$ cat src/shared/sbca_params.svh
// constants for the system bus control arbiter and its requesters
// assumes a single 40 MHz clock shared by every end of the bus
//
// Behaviour
// RQ1: requesters ask and wait for a grant
// RQ2: fixed priority: refresh, then DMA, then CPU
// RQ3: no preemption while a bus cycle runs
// RQ4: supervise release within a time limit
// RQ5: on expiry force bus free, flag timeout
// RQ6: only CPU-memory, CPU-I/O, DMA-memory connections
// RQ7: shared 24-bit address/data lines, 16M words
// RQ8: address phase first, then data phase
// RQ9: control lines mark address/data, one-to-one connection
// RQ10: every module listens to all bus activity
// RQ11: write data follows straight after address
// RQ12: CPU holds ~450 ns, DMA ~550 ns
`ifndef SBCA_PARAMS_SVH
`define SBCA_PARAMS_SVH
`define SBCA_AD_W 24
`define SBCA_SRC_N 3
`define SBCA_SRC_REF 2'h0
`define SBCA_SRC_DMA 2'h1
`define SBCA_SRC_CPU 2'h2
`define SBCA_CLK_NS 25
`define SBCA_CPU_NS 450
`define SBCA_DMA_NS 550
`define SBCA_TMO_NS 2000
`define SBCA_CPU_CYC (`SBCA_CPU_NS / `SBCA_CLK_NS)
`define SBCA_DMA_CYC (`SBCA_DMA_NS / `SBCA_CLK_NS)
`define SBCA_TMO_CYC (`SBCA_TMO_NS / `SBCA_CLK_NS)
`define SBCA_CNT_W 8
`define SBCA_OVHD_CYC 3
`endif

$ cat src/shared/sbca_pkg.sv
// types shared by the bus arbiter, the requesters and the bus interface
// assumes sbca_params.svh is on the include path
`include "sbca_params.svh"
`default_nettype none
package sbca_pkg;
  typedef logic [`SBCA_AD_W-1:0] sbca_word_t;
  typedef logic [1:0] sbca_src_t;
  typedef logic [`SBCA_CNT_W-1:0] sbca_cnt_t;
endpackage
`default_nettype wire

$ cat src/shared/sbca_bus_if.sv
// shared backplane bus: per-source request and drive lines, one granted view
// assumes the bench drives the memory/io answer lines slv_oe and slv_ad
`include "sbca_params.svh"
`default_nettype none
interface sbca_bus_if;
  import sbca_pkg::*;
  // per-source lines, one element per requester
  logic req [`SBCA_SRC_N];
  logic is_io [`SBCA_SRC_N];
  logic done [`SBCA_SRC_N];
  logic ad_oe [`SBCA_SRC_N];
  sbca_word_t ad_drv [`SBCA_SRC_N];
  logic addr_stb [`SBCA_SRC_N];
  logic data_stb [`SBCA_SRC_N];
  // arbiter side
  logic gnt [`SBCA_SRC_N];
  sbca_word_t ad;
  logic ad_is_addr;
  logic ad_is_data;
  // answer from the addressed memory or io module
  logic slv_oe;
  sbca_word_t slv_ad;
  modport arb (input req, input is_io, input done, input ad_oe, input ad_drv, input addr_stb,
    input data_stb, input slv_oe, input slv_ad, output gnt, output ad, output ad_is_addr,
    output ad_is_data);
  modport usr (output req, output is_io, output done, output ad_oe, output ad_drv,
    output addr_stb, output data_stb, input gnt, input ad, input ad_is_addr, input ad_is_data);
endinterface
`default_nettype wire

$ cat src/hdl/sbca_arbiter.sv
// bus control end: allocates the shared bus, supervises release, routes lines
// assumes one requester per slot on sbca_bus_if and memory/io answers on slv_*
`include "sbca_params.svh"
`default_nettype none
module sbca_arbiter #(
  parameter int TMO_CYC = `SBCA_TMO_CYC
) (
  input wire logic clk,
  input wire logic reset_n,
  sbca_bus_if.arb bus,
  output logic bus_busy,
  output sbca_pkg::sbca_src_t owner,
  output logic timeout_err,
  output logic illegal_err
);
  import sbca_pkg::*;
  typedef enum logic [1:0] {A_IDLE, A_HELD, A_TURN} sbca_arb_st_t;

  // refuse at elaboration what the logic cannot serve: the supervision count
  // must fit its counter and still leave a typical dma cycle room to finish
  if (TMO_CYC < 1 || TMO_CYC >= (1 << `SBCA_CNT_W)) begin : g_bad_tmo_range
    $error("sbca_arbiter: TMO_CYC out of range");
  end
  if (TMO_CYC <= `SBCA_DMA_CYC) begin : g_bad_tmo_short
    $error("sbca_arbiter: TMO_CYC shorter than a dma cycle");
  end
  // the priority function and the packed request vector assume three slots
  if (`SBCA_SRC_N != 3) begin : g_bad_slots
    $error("sbca_arbiter: exactly three request slots are supported");
  end

  localparam sbca_cnt_t TMO_LIM = sbca_cnt_t'(TMO_CYC);

  // lowest slot number wins: refresh, then dma, then cpu
  function automatic sbca_src_t pick(input logic [`SBCA_SRC_N-1:0] r);
    sbca_src_t s;
    s = `SBCA_SRC_CPU;
    if (r[`SBCA_SRC_DMA]) s = `SBCA_SRC_DMA;
    if (r[`SBCA_SRC_REF]) s = `SBCA_SRC_REF;
    return s;
  endfunction

  // registers and next values; the grant is kept one-hot by construction
  sbca_arb_st_t st_q, st_d;
  sbca_src_t own_q, own_d;
  sbca_cnt_t tmo_q;
  logic [`SBCA_SRC_N-1:0] gnt_q;
  sbca_word_t ad_q;
  logic is_addr_q, is_data_q;
  logic tmo_err_q, ill_q;

  // flatten the request lines and drop connections that are not allowed;
  // a dma wanting io is held off for good rather than granted
  wire req_ref = bus.req[`SBCA_SRC_REF];
  wire req_dma = bus.req[`SBCA_SRC_DMA] && !bus.is_io[`SBCA_SRC_DMA]; // RQ6
  wire req_cpu = bus.req[`SBCA_SRC_CPU];
  wire [`SBCA_SRC_N-1:0] req_ok = {req_cpu, req_dma, req_ref};
  wire any_req = |req_ok;
  wire dma_io = bus.req[`SBCA_SRC_DMA] && bus.is_io[`SBCA_SRC_DMA]; // RQ6
  wire sbca_src_t winner = pick(req_ok); // RQ2

  // holder status, looked up by the current owner
  wire own_done = bus.done[own_q];
  wire own_oe = bus.ad_oe[own_q];
  wire own_astb = bus.addr_stb[own_q];
  wire own_dstb = bus.data_stb[own_q];
  wire sbca_word_t own_ad = bus.ad_drv[own_q];

  // supervision fires when the holder keeps the bus past the limit
  wire expired = (st_q == A_HELD) && (tmo_q == TMO_LIM) && !own_done; // RQ4

  // allocation: grant only from idle, so a higher request waits for the
  // running cycle; a turnaround cycle keeps two drivers off the lines
  always_comb begin
    st_d = st_q;
    own_d = own_q;
    unique case (st_q)
      A_IDLE: begin
        if (any_req) begin // RQ1
          st_d = A_HELD;
          own_d = winner; // RQ2
        end
      end
      A_HELD: begin
        if (own_done || expired) st_d = A_TURN; // RQ3 RQ5
      end
      A_TURN: st_d = A_IDLE;
    endcase
  end

  // next values, named so that each flip-flop below only loads its own value;
  // the counter and the line copy both clear to zero in the cycle that expiry hits,
  // and the always_ff blocks stay short
  wire holding = (st_q == A_HELD) && !expired;
  wire [`SBCA_SRC_N-1:0] gnt_d = (st_d == A_HELD) ? (`SBCA_SRC_N'(1) << own_d) : '0; // RQ3 RQ5
  wire sbca_cnt_t tmo_d = holding ? tmo_q + sbca_cnt_t'(1) : '0; // RQ4
  wire busy_d = (st_d != A_IDLE);
  logic busy_q;

  // shared lines: only the holder, or the addressed module in a held cycle before expiry with the
  // holder's drivers off, reaches the bus, so each transfer is
  // one source to one destination; with nobody driving, the lines read as zero
  wire sbca_word_t line_ad = own_oe ? own_ad : (bus.slv_oe ? bus.slv_ad : '0);
  wire sbca_word_t ad_d = holding ? line_ad : '0; // RQ7 RQ9
  wire is_addr_d = holding && own_astb; // RQ8 RQ9
  wire is_data_d = holding && own_dstb && !own_astb; // RQ8

  // allocation state
  always_ff @(posedge clk) begin
    if (!reset_n) begin
      st_q <= A_IDLE;
    end else begin
      st_q <= st_d;
    end
  end

  // owner is kept after release so the cpu can see who held the bus last
  always_ff @(posedge clk) begin
    if (!reset_n) begin
      own_q <= `SBCA_SRC_CPU;
    end else begin
      own_q <= own_d;
    end
  end

  // one-hot grant: rises with the held state and drops in the edge that
  // leaves it, so a forced release takes the holder off at once
  always_ff @(posedge clk) begin
    if (!reset_n) begin
      gnt_q <= '0;
    end else begin
      gnt_q <= gnt_d;
    end
  end

  // supervision counter runs from the grant until release
  always_ff @(posedge clk) begin
    if (!reset_n) begin
      tmo_q <= '0;
    end else begin
      tmo_q <= tmo_d;
    end
  end

  // registered copy of the shared lines, one cycle behind the holder
  always_ff @(posedge clk) begin
    if (!reset_n) begin
      ad_q <= '0;
    end else begin
      ad_q <= ad_d;
    end
  end

  // phase marks travel with the copy so listeners never see them skewed
  always_ff @(posedge clk) begin
    if (!reset_n) begin
      is_addr_q <= 1'b0;
      is_data_q <= 1'b0;
    end else begin
      is_addr_q <= is_addr_d;
      is_data_q <= is_data_d;
    end
  end

  // timeout is a one-cycle pulse per forced release, not a sticky flag, so
  // software that misses it only learns of the fault from the lost cycle
  always_ff @(posedge clk) begin
    if (!reset_n) begin
      tmo_err_q <= 1'b0;
    end else begin
      tmo_err_q <= expired; // RQ5
    end
  end

  // the illegal flag is a level that stands while the refused request stands
  always_ff @(posedge clk) begin
    if (!reset_n) begin
      ill_q <= 1'b0;
    end else begin
      ill_q <= dma_io; // RQ6
    end
  end

  // busy is registered from the next state so the output leaves a flip-flop
  // yet still matches the state register cycle for cycle
  always_ff @(posedge clk) begin
    if (!reset_n) begin
      busy_q <= 1'b0;
    end else begin
      busy_q <= busy_d;
    end
  end

  // all modules see the same registered view of the lines
  for (genvar i = 0; i < `SBCA_SRC_N; i++) begin : g_gnt
    assign bus.gnt[i] = gnt_q[i];
  end
  assign bus.ad = ad_q; // RQ10
  assign bus.ad_is_addr = is_addr_q;
  assign bus.ad_is_data = is_data_q;
  // outputs leave their flip-flops directly
  assign bus_busy = busy_q;
  assign owner = own_q;
  assign timeout_err = tmo_err_q;
  assign illegal_err = ill_q;
endmodule
`default_nettype wire

$ cat src/flat_wrapper.sv
// flat-port wrapper written by rule: the top's interface ports become plain ports
module sbca_arbiter_flat import sbca_pkg::*;
#(
  parameter int TMO_CYC = `SBCA_TMO_CYC
)
  (clk, reset_n, bus_busy, owner, timeout_err, illegal_err, bus_req, bus_is_io, bus_done, bus_ad_oe, bus_ad_drv, bus_addr_stb, bus_data_stb, bus_slv_oe, bus_slv_ad, bus_gnt, bus_ad, bus_ad_is_addr, bus_ad_is_data);
  sbca_bus_if bus_i ();
  input wire logic clk;
  input wire logic reset_n;
  output logic bus_busy;
  output sbca_pkg::sbca_src_t owner;
  output logic timeout_err;
  output logic illegal_err;
  input wire logic [$bits(bus_i.req)-1:0] bus_req;
  input wire logic [$bits(bus_i.is_io)-1:0] bus_is_io;
  input wire logic [$bits(bus_i.done)-1:0] bus_done;
  input wire logic [$bits(bus_i.ad_oe)-1:0] bus_ad_oe;
  input wire logic [$bits(bus_i.ad_drv)-1:0] bus_ad_drv;
  input wire logic [$bits(bus_i.addr_stb)-1:0] bus_addr_stb;
  input wire logic [$bits(bus_i.data_stb)-1:0] bus_data_stb;
  input wire logic [$bits(bus_i.slv_oe)-1:0] bus_slv_oe;
  input wire logic [$bits(bus_i.slv_ad)-1:0] bus_slv_ad;
  output wire logic [$bits(bus_i.gnt)-1:0] bus_gnt;
  output wire logic [$bits(bus_i.ad)-1:0] bus_ad;
  output wire logic [$bits(bus_i.ad_is_addr)-1:0] bus_ad_is_addr;
  output wire logic [$bits(bus_i.ad_is_data)-1:0] bus_ad_is_data;
  assign bus_i.req = {>>{bus_req}};
  assign bus_i.is_io = {>>{bus_is_io}};
  assign bus_i.done = {>>{bus_done}};
  assign bus_i.ad_oe = {>>{bus_ad_oe}};
  assign bus_i.ad_drv = {>>{bus_ad_drv}};
  assign bus_i.addr_stb = {>>{bus_addr_stb}};
  assign bus_i.data_stb = {>>{bus_data_stb}};
  assign bus_i.slv_oe = bus_slv_oe;
  assign bus_i.slv_ad = bus_slv_ad;
  assign bus_gnt = {>>{bus_i.gnt}};
  assign bus_ad = bus_i.ad;
  assign bus_ad_is_addr = bus_i.ad_is_addr;
  assign bus_ad_is_data = bus_i.ad_is_data;
  sbca_arbiter #(.TMO_CYC(TMO_CYC)) u_core (.clk(clk), .reset_n(reset_n), .bus(bus_i), .bus_busy(bus_busy), .owner(owner), .timeout_err(timeout_err), .illegal_err(illegal_err));
endmodule
$ cat config.mk
export PLATFORM = sky130hd
export DESIGN_NAME = sbca_arbiter_flat
export DESIGN_NICKNAME = d
export VERILOG_FILES = /design/src/shared/sbca_pkg.sv /design/src/shared/sbca_bus_if.sv /design/src/hdl/sbca_arbiter.sv /design/src/flat_wrapper.sv
export VERILOG_INCLUDE_DIRS = /design/src /design/src/shared
export SDC_FILE = /design/constraint.sdc
export NUM_CORES = 1
export LEC_CHECK = 0
export BUFFER_PORTS_ARGS = -buffer_cell sky130_fd_sc_hd__buf_2
export CORE_MARGIN = 10
export CORE_UTILIZATION = 23
export DETAILED_ROUTE_END_ITERATION = 10
export MAX_ROUTING_LAYER = met4
export SYNTH_ARGS = -nofsm -noshare
export SYNTH_HDL_FRONTEND = slang
export SYNTH_SLANG_ARGS = --single-unit
$ cat constraint.sdc
create_clock -name clk -period 3.85 [get_ports clk]
set_input_delay 0.77 -clock clk [delete_from_list [all_inputs] [get_ports clk]]
set_output_delay 0.77 -clock clk [all_outputs]
set_load 0.03 [all_outputs]
==> results of run 1 <==
[worst paths after layout]
check | from | to | slack [ns] | cells past startpoint
setup / recovery | u_core.owner[1] | u_core.bus.ad[23] | 1.20 | 5
hold / removal | u_core.tmo_q[0] | u_core.tmo_q[0] | 0.50 | 1
setup reg to reg | u_core.owner[1] | u_core.bus.ad[23] | 1.20 | 5
hold reg to reg | u_core.tmo_q[0] | u_core.tmo_q[0] | 0.50 | 1
[layout make-up]
type	instances	area (um2)	share of cell area [%]
Antenna cell	1	2.502	0.07616
Clock buffer	6	82.58	2.513
Clock inverter	2	15.01	0.4570
Inverter	9	33.78	1.028
Multi-Input combinational cell	194	1333	40.56
Sequential cell	44	882.1	26.85
Tap cell	133	166.4	5.065
Timing Repair Buffer	152	770.7	23.46
[power by group through the flow]
stage                     sequential [uW]  clock [uW]  combinational, uW
after floorplan                       653           0                352
after global placement                571           0                626
after detailed placement              573           0                635
after CTS                             564         333                636
after global routing                  569         350                694
final                                 561         310                624
[flip-flops by register name (all words and copies together) (netlist names)]
name / flops
u_core.gnt_q: 3
u_core.bus.ad_is_addr: 1
u_core.owner: 2
u_core.illegal_err: 1
u_core.bus.ad_is_data: 1
u_core.timeout_err: 1
u_core.st_q: 2
u_core.bus.ad: 24
u_core.bus_busy: 1
u_core.tmo_q: 8
[critical path, delay by kind of cell (launching register included)]
| family | cells | cell delay, ns |
|---|---|---|
| buffers and inverters | 1 | 0.29 |
| flip-flops | 1 | 0.74 |
| AO/OA/AOI/OAI | 2 | 1.02 |
| AND/OR/NAND/NOR | 2 | 0.50 |
[Yosys cell counts (2+ instances only)]
master	count
nor2_1	12
mux2i_1	28
o21ai_0	2
inv_1	9
nor2b_1	2
and3_1	3
nand3_1	31
o2bb2ai_1	25
dfxtp_1	44
xor2_1	5
nand2b_1	3
a21oi_1	27
buf_2	10
clkbuf_1	6
buf_4	2
nand2_1	27
ha_1	4
[per-layer routing]
metal	vias up	wire length, um
met5	-	0
met4	0	67
met3	7	612
met2	102	4100
met1	1153	3729
li1	1246	-
[cell usage in the layout (no fill, tap or decap), types with 2 or more instances in the layout]
cell,Yosys,layout
o21ai_0,2,2
clkinvlp_4,0,2
nand2_1,27,27
ha_1,4,4
nand3_1,31,31
and3_1,3,3
nand2b_1,3,3
xor2_1,5,5
buf_2,10,148
dfxtp_1,44,43
clkbuf_8,0,6
inv_1,9,9
buf_4,2,4
o2bb2ai_1,25,25
mux2i_1,28,28
nor2_1,12,12
a21oi_1,27,27
[stage by stage]
stage | utilization [%] | cell area, um2 | hold WS, ns | power (uW)
final | 33.46 | 3286 | 0.4982 | 1495
after global routing | 33.46 | 3286 | 0.5302 | 1614
after CTS | 33.44 | 3283 | 0.5033 | 1533
after detailed placement | 32.44 | 3186 | 0.4790 | 1209
after global placement | 32.44 | 3186 | 0.4714 | 1197
after floorplan | - | 2331 | 0.4485 | 1005
[cell families after synthesis]
kind of cell               share of synthesized area [%]
adders and majority gates                          2.147
xor gates and xnor gates                           2.254
buffers and inverters                              5.529
muxes                                              12.02
DFF                                                37.79
AOI/OAI and AO/OA                                  20.93
and+or+nand+nor                                    19.32
==> metrics.yaml, run 1 <==
end_kind: "register"
worst_slew_margin_rel_pct: 25.12
synth.avg_cell_area_um2: 8.763
dr.first_iter.drc_count: 80
synthTopCellsByArea: "dfxtp_1 (38%), mux2i_1 (12%), o2bb2ai_1 (9.4%), nand3_1 (6.7%), a21oi_1 (5.8%)"
ir_worst_vdd_mv: 0.1847
met3_usage_pct: 3.490
ys_types: 43
synth_seq_cells: 44
grt_use_met1_pct: 13.03
viasPerCell: 4.636
fmax_ghz: 0.3769
finalWorstSetupSlack_ns: 1.197
cts_sinks: 44
seq_power_share_pct: 37.5
wire_per_inst_um: 15.73
power.static_leakage_uw: 0.001619
setup_viol_count_final: 0
ctsHoldBuffers: 0
grt_pass1_vias: 2732
ys_seq_area_share_pct: 37.79
tritoncts: "done"
switching_share_pct: 39.63
cts_resized: 0
crit_required_ns: 4.06
num_vias: 2508
crit_slowest_cell: "a2bb2oi_2"
fillers: 1075
synth_top_area_cell: "dfxtp_1"
tightestPinTransition_ns: 1.122
synth_ff_type: "dfxtp_1"
start_kind: "register"
combPwrFrac_pct: 41.7
cts_max_level: 2
io_pins: 151
hold_viol: 0
routed_wl_um: 8510
fin_setup_tns_ns: 0
layout-drive-gt1-share_pct: 41.77
critPathKind: "reg2reg"
io_buffers: 148
dp.cells: 532
drtAntennaViolNets: 0
syn_nets: 387
coreArea_um2: 9819
cts_root_buf: "clkbuf_8"
antenna_found_initial: 1
yosys_warnings: 0
power.net_switching_uw: 592.5
cellPowerDensity_nw_per_um2: 455.0
gp_congestion: 0.8177
grt_max_degree: 35
insertion_delay_ns: 0.30
rows: 36
synth-edff-count: 0
layoutNonFillerInstCount: 541
synthCells: 266
die_w_um: 120.7
rsz0062_at_grt: "no"
grt_pass1_wl_um: 13430
synth_top_area_share_pct: 37.79
post-place-ws_ns: 1.136
path_cells: "nor2b_2 -> buf_4 -> a2bb2oi_2 -> nand3_1 -> a21oi_1"
fp.dieArea_um2: 14560
clock_power_share_pct: 20.7
worst_ep_arrival_time_ns: 2.87
clock_skew_ns: 0.009973
slowest_delay_ns: 0.84
cts_setup_buffers: 0
nNetsFinal: 527
synth_area_um2: 2331
drc_errors: 0
grt_usage_pct: 11.49
grt_overflow: 0
areaGrowthSynthToFinish_pct: 40.96
cts_inserted_buffers: 5
die_y_um: 120.7
hp-class: "reg2reg"
busiest_layer: "met2"
internal_power_uw: 902.6
fin_crit_ns: 2.653
start_util_pct: 23.74
synthArstFlopShare_pct: 0
period_share_pct: 68.91
timing.max_cap.violations: 0
detail_route.first_pass.iterations: 4
maxSlewViolCount: 0
grtUsageMet2_pct: 19.56
crit_fanout: 24
cts_buffer_depth: 2
outcome: "finished, final reports clean"
hpwl_um: 6752
path_clk_slew_ns: 0.09
Power figures use the tool's default switching activity.
==> run 2, diff against run 1 <==
==> constraint.sdc (replaced) <==
create_clock -name clk -period 2.2 [get_ports clk]
set_input_delay 0.44 -clock clk [delete_from_list [all_inputs] [get_ports clk]]
set_output_delay 0.44 -clock clk [all_outputs]
set_load 0.03 [all_outputs]
==> metrics.yaml, run 2 (same netlist as run 1, synthesis figures left out) <==
start_kind: "register"
path_cells: "inv_1 -> ha_1 -> nor4b_1 -> nand4_1 -> o211ai_4 -> buf_12 -> a21oi_1"
rows: 36
ctsHoldBuffers: 0
hp-class: "in2reg"
viasPerCell: 4.619
critPathBufInv: 2
cts_inserted_buffers: 5
dr.first_iter.drc_count: 117
final_common_cell: "buf_2"
cts_buffer_depth: 2
die_y_um: 120.7
hold_viol: 0
routed_wl_um: 8560
gp_congestion: 0.8237
cp_top_family: "simple AND/OR/NAND/NOR gates"
worst_slew_margin_rel_pct: 26.74
grt_usage_pct: 11.75
grt_max_degree: 29
areaGrowthSynthToFinish_pct: 43.10
ir_worst_vdd_mv: 0.3109
critPathKind: "reg2reg"
cts_setup_buffers: 0
worst_ep_arrival_time_ns: 2.14
antenna_found_initial: 0
num_vias: 2513
grt_pass1_wl_um: 13750
holdWs_ns: 0.3798
fin_setup_tns_ns: 0
fillers: 1049
utilization_pct: 33.97
nNetsFinal: 531
cts_resized: 0
die_w_um: 120.7
cts_sinks: 44
power.static_leakage_uw: 0.001656
layout_common_cells: "buf_2 (148), dfxtp_1 (43), nand3_1 (31)"
outcome: "finished, final reports clean"
slowest_delay_ns: 0.40
fin_crit_ns: 1.958
num_antenna_cells: 0
drtAntennaViolNets: 0
crit_fanout: 28
io_buffers: 148
clock_skew_ns: 0.009651
grt_overflow: 0
cts_root_buf: "clkbuf_8"
coreArea_um2: 9819
end_kind: "register"
rsz0062_at_grt: "no"
fp.dieArea_um2: 14560
setup_viol_count_final: 0
wire_per_inst_um: 15.74
crit_slowest_cell: "nor4b_1"
layout-drive-gt1-share_pct: 42.09
insertion_delay_ns: 0.29
tightestPinTransition_ns: 1.093
maxSlewViolCount: 0
largest_reg_flops: 24
drc_errors: 0
hpwl_um: 6827
timing.max_cap.violations: 0
path_clk_slew_ns: 0.09
cts_max_level: 2
start_util_pct: 23.74
detail_route.first_pass.iterations: 4
tritoncts: "done"
crit_required_ns: 2.39
fmax_ghz: 0.5106
io_pins: 151
period_share_pct: 89.02
cellPowerDensity_nw_per_um2: 817.1
grt_pass1_vias: 2734
## run 2: final cells by class
class | count | area, um2 | share of cell area, %
clock buffers | 6 | 72.57 | 2.176
repair buffers | 156 | 813.3 | 24.38
well taps | 133 | 166.4 | 4.989
clock inverters | 2 | 35.03 | 1.050
flip-flops and latches | 44 | 882.1 | 26.44
multi-input cells | 194 | 1333 | 39.95
inverters | 9 | 33.78 | 1.013
## run 2: path summary, 6_finish.rpt
kind,from,slack [ns],cells after the start,end
worst max register to register,u_core.tmo_q[0],0.24,7,u_core.bus.ad[11]
worst min register to register,u_core.tmo_q[0],0.49,1,u_core.tmo_q[0]
worst min-delay path,bus_req[1],0.38,2,u_core.illegal_err
worst max-delay path,u_core.tmo_q[0],0.24,7,u_core.bus.ad[11]
## run 2: stage by stage
step	total power, uW	worst slack, ns	std cells	area (um2)
6_report	2726	0.2416	544	3336
5_1_grt	2942	0.03676	544	3336
4_1_cts	2782	0.2189	544	3336
3_5_place_dp	2142	0.2483	536	3228
3_3_place_gp	2121	0.3051	536	3228
2_1_floorplan	1759	0.4012	266	2331
## run 2: routing by layer
metal  vias up  part of all wire (%)  global-route usage [%]
li1       1252                     -                       -
met1      1147                    46                   14.47
met2       104                    46                   18.47
met3        10                   7.0                   3.443
met4         0                   1.1                   2.866
met5         -                     0                       -
## run 2: power by group
group,internal (uW),switching [uW]
sequential,903,44.1
clock,337,280
combinational,448,713
==> run 3, diff against run 2 <==
--- a/config.mk
+++ b/config.mk
@@ -10,6 +10,7 @@
 export CORE_MARGIN = 10
 export CORE_UTILIZATION = 23
 export DETAILED_ROUTE_END_ITERATION = 10
+export GPL_TIMING_DRIVEN = 0
 export MAX_ROUTING_LAYER = met4
 export SYNTH_ARGS = -nofsm -noshare
 export SYNTH_HDL_FRONTEND = slang
==> metrics.yaml, run 3 (same netlist as run 1, synthesis figures left out) <==
clock_skew_ns: 0.01053
cts_max_level: 2
drtAntennaViolNets: 0
met3_length_um: 648
combPwrFrac_pct: 42.1
setup_viol_count_final: 0
grt_overflow: 0
period_share_pct: 90.33
routed_wl_um: 9060
internal_power_uw: 1718
cts_setup_buffers: 0
p_total_uw: 2784
hpwl_um: 7378
nNetsFinal: 542
start_kind: "register"
critPathKind: "reg2reg"
tritoncts: "done"
dr_wl_met2_um: 4192
timing.max_cap.violations: 0
drc_errors: 0
start_util_pct: 23.74
layout_common_cells: "buf_2 (158), dfxtp_1 (44), nand3_1 (31)"
rsz0062_at_grt: "no"
highest_layer: "met4"
rr_startpoint: "u_core.tmo_q[0]"
hp-class: "in2reg"
gp_congestion: 0.8306
wire_per_inst_um: 16.32
cts_root_buf: "clkbuf_8"
maxSlewViolCount: 0
cts_sinks: 44
crit_required_ns: 2.38
tightestPinTransition_ns: 0.5518
clock_power_share_pct: 23.9
dr.first_iter.drc_count: 99
wl_met1_um: 4196
largest_reg_flops: 24
viasPerCell: 4.541
fin_crit_ns: 1.987
detail_route.first_pass.iterations: 4
seq_power_share_pct: 34.1
rows: 36
power.net_switching_uw: 1067
crit_slowest_cell: "dfxtp_1"
die_y_um: 120.7
cts_resized: 0
insertion_delay_ns: 0.30
end_kind: "register"
power.static_leakage_uw: 0.001678
final_common_cell: "buf_2"
cts_buffer_depth: 2
coreArea_um2: 9819
ctsHoldBuffers: 0
cts_inserted_buffers: 5
startpoint: "u_core.tmo_q[0]"
slowest_delay_ns: 0.36
num_antenna_cells: 0
hold_viol: 0
num_vias: 2520
grt_pass1_wl_um: 13810
grt_usage_pct: 12.12
outcome: "finished, final reports clean"
grt_max_degree: 15
switching_share_pct: 38.31
antenna_found_initial: 0
io_buffers: 148
worst_slew_margin_rel_pct: 63.22
fp.dieArea_um2: 14560
path_cells: "inv_1 -> ha_1 -> nor4b_1 -> nand4_1 -> o211ai_4 -> buf_2 -> a21oi_1"
fin_setup_tns_ns: 0
hold_start: "bus_is_io[1]"
grt_pass1_vias: 2715
io_pins: 151
path_clk_slew_ns: 0.09
die_w_um: 120.7
fmax_ghz: 0.5032
layout-drive-gt1-share_pct: 41.94
ir_worst_vdd_mv: 0.4044
worst_ep_arrival_time_ns: 2.16
cellPowerDensity_nw_per_um2: 826.6
areaGrowthSynthToFinish_pct: 44.50
crit_fanout: 10
holdWs_ns: 0.3811
==> run 3: area by class of cell <==
cell class / instances / area (um2)
Clock inverter: 2 / 38.79
Tap cell: 133 / 166.4
Fill cell: 1073 / 6451
Inverter: 9 / 33.78
Clock buffer: 6 / 82.58
Buffer: 19 / 95.09
Multi-Input combinational cell: 194 / 1330
Sequential cell: 44 / 880.8
Timing Repair Buffer: 148 / 740.7
==> run 3: stage by stage <==
step	util (%)	instance area, um2	setup WS (ns)	instances
after floorplan	-	2331	0.4012	266
after CTS	34.21	3359	0.1470	555
final	34.30	3368	0.2127	555
after global routing	34.30	3368	0.03072	555
after global placement	32.98	3238	0.1767	547
after detailed placement	32.98	3238	0.1790	547
==> run 3: layer usage <==
metal	GRT usage [%]	vias to the layer above
met3	3.630	2
met5	-	-
met4	1.584	0
met1	15.01	1137
li1	-	1272
met2	19.53	109
==> run 3: power by group through the flow <==
stage	clock network (uW)	registers (uW)	logic [uW]
after floorplan	0	1140	617
final	665	948	1170
after global routing	721	960	1290
after global placement	0	963	1160
after detailed placement	0	966	1180
after CTS	689	949	1180
==> run 3: path summary, 6_finish.rpt <==
| path | slack [ns] | end | cells after the start |
|---|---|---|---|
| max | 0.21 | u_core.bus.ad[11] | 7 |
| min | 0.38 | u_core.illegal_err | 2 |
| max reg2reg | 0.21 | u_core.bus.ad[11] | 7 |
| min reg2reg | 0.49 | u_core.tmo_q[0] | 1 |
==> run 3: worst max-delay path, delay by kind of cell, from the launching register on <==
kind	cells	cell delay, ns
and+or+nand+nor	2	0.58
AOI/OAI and AO/OA	2	0.40
adders and majority gates	1	0.14
DFF	1	0.36
buffers and inverters	2	0.38
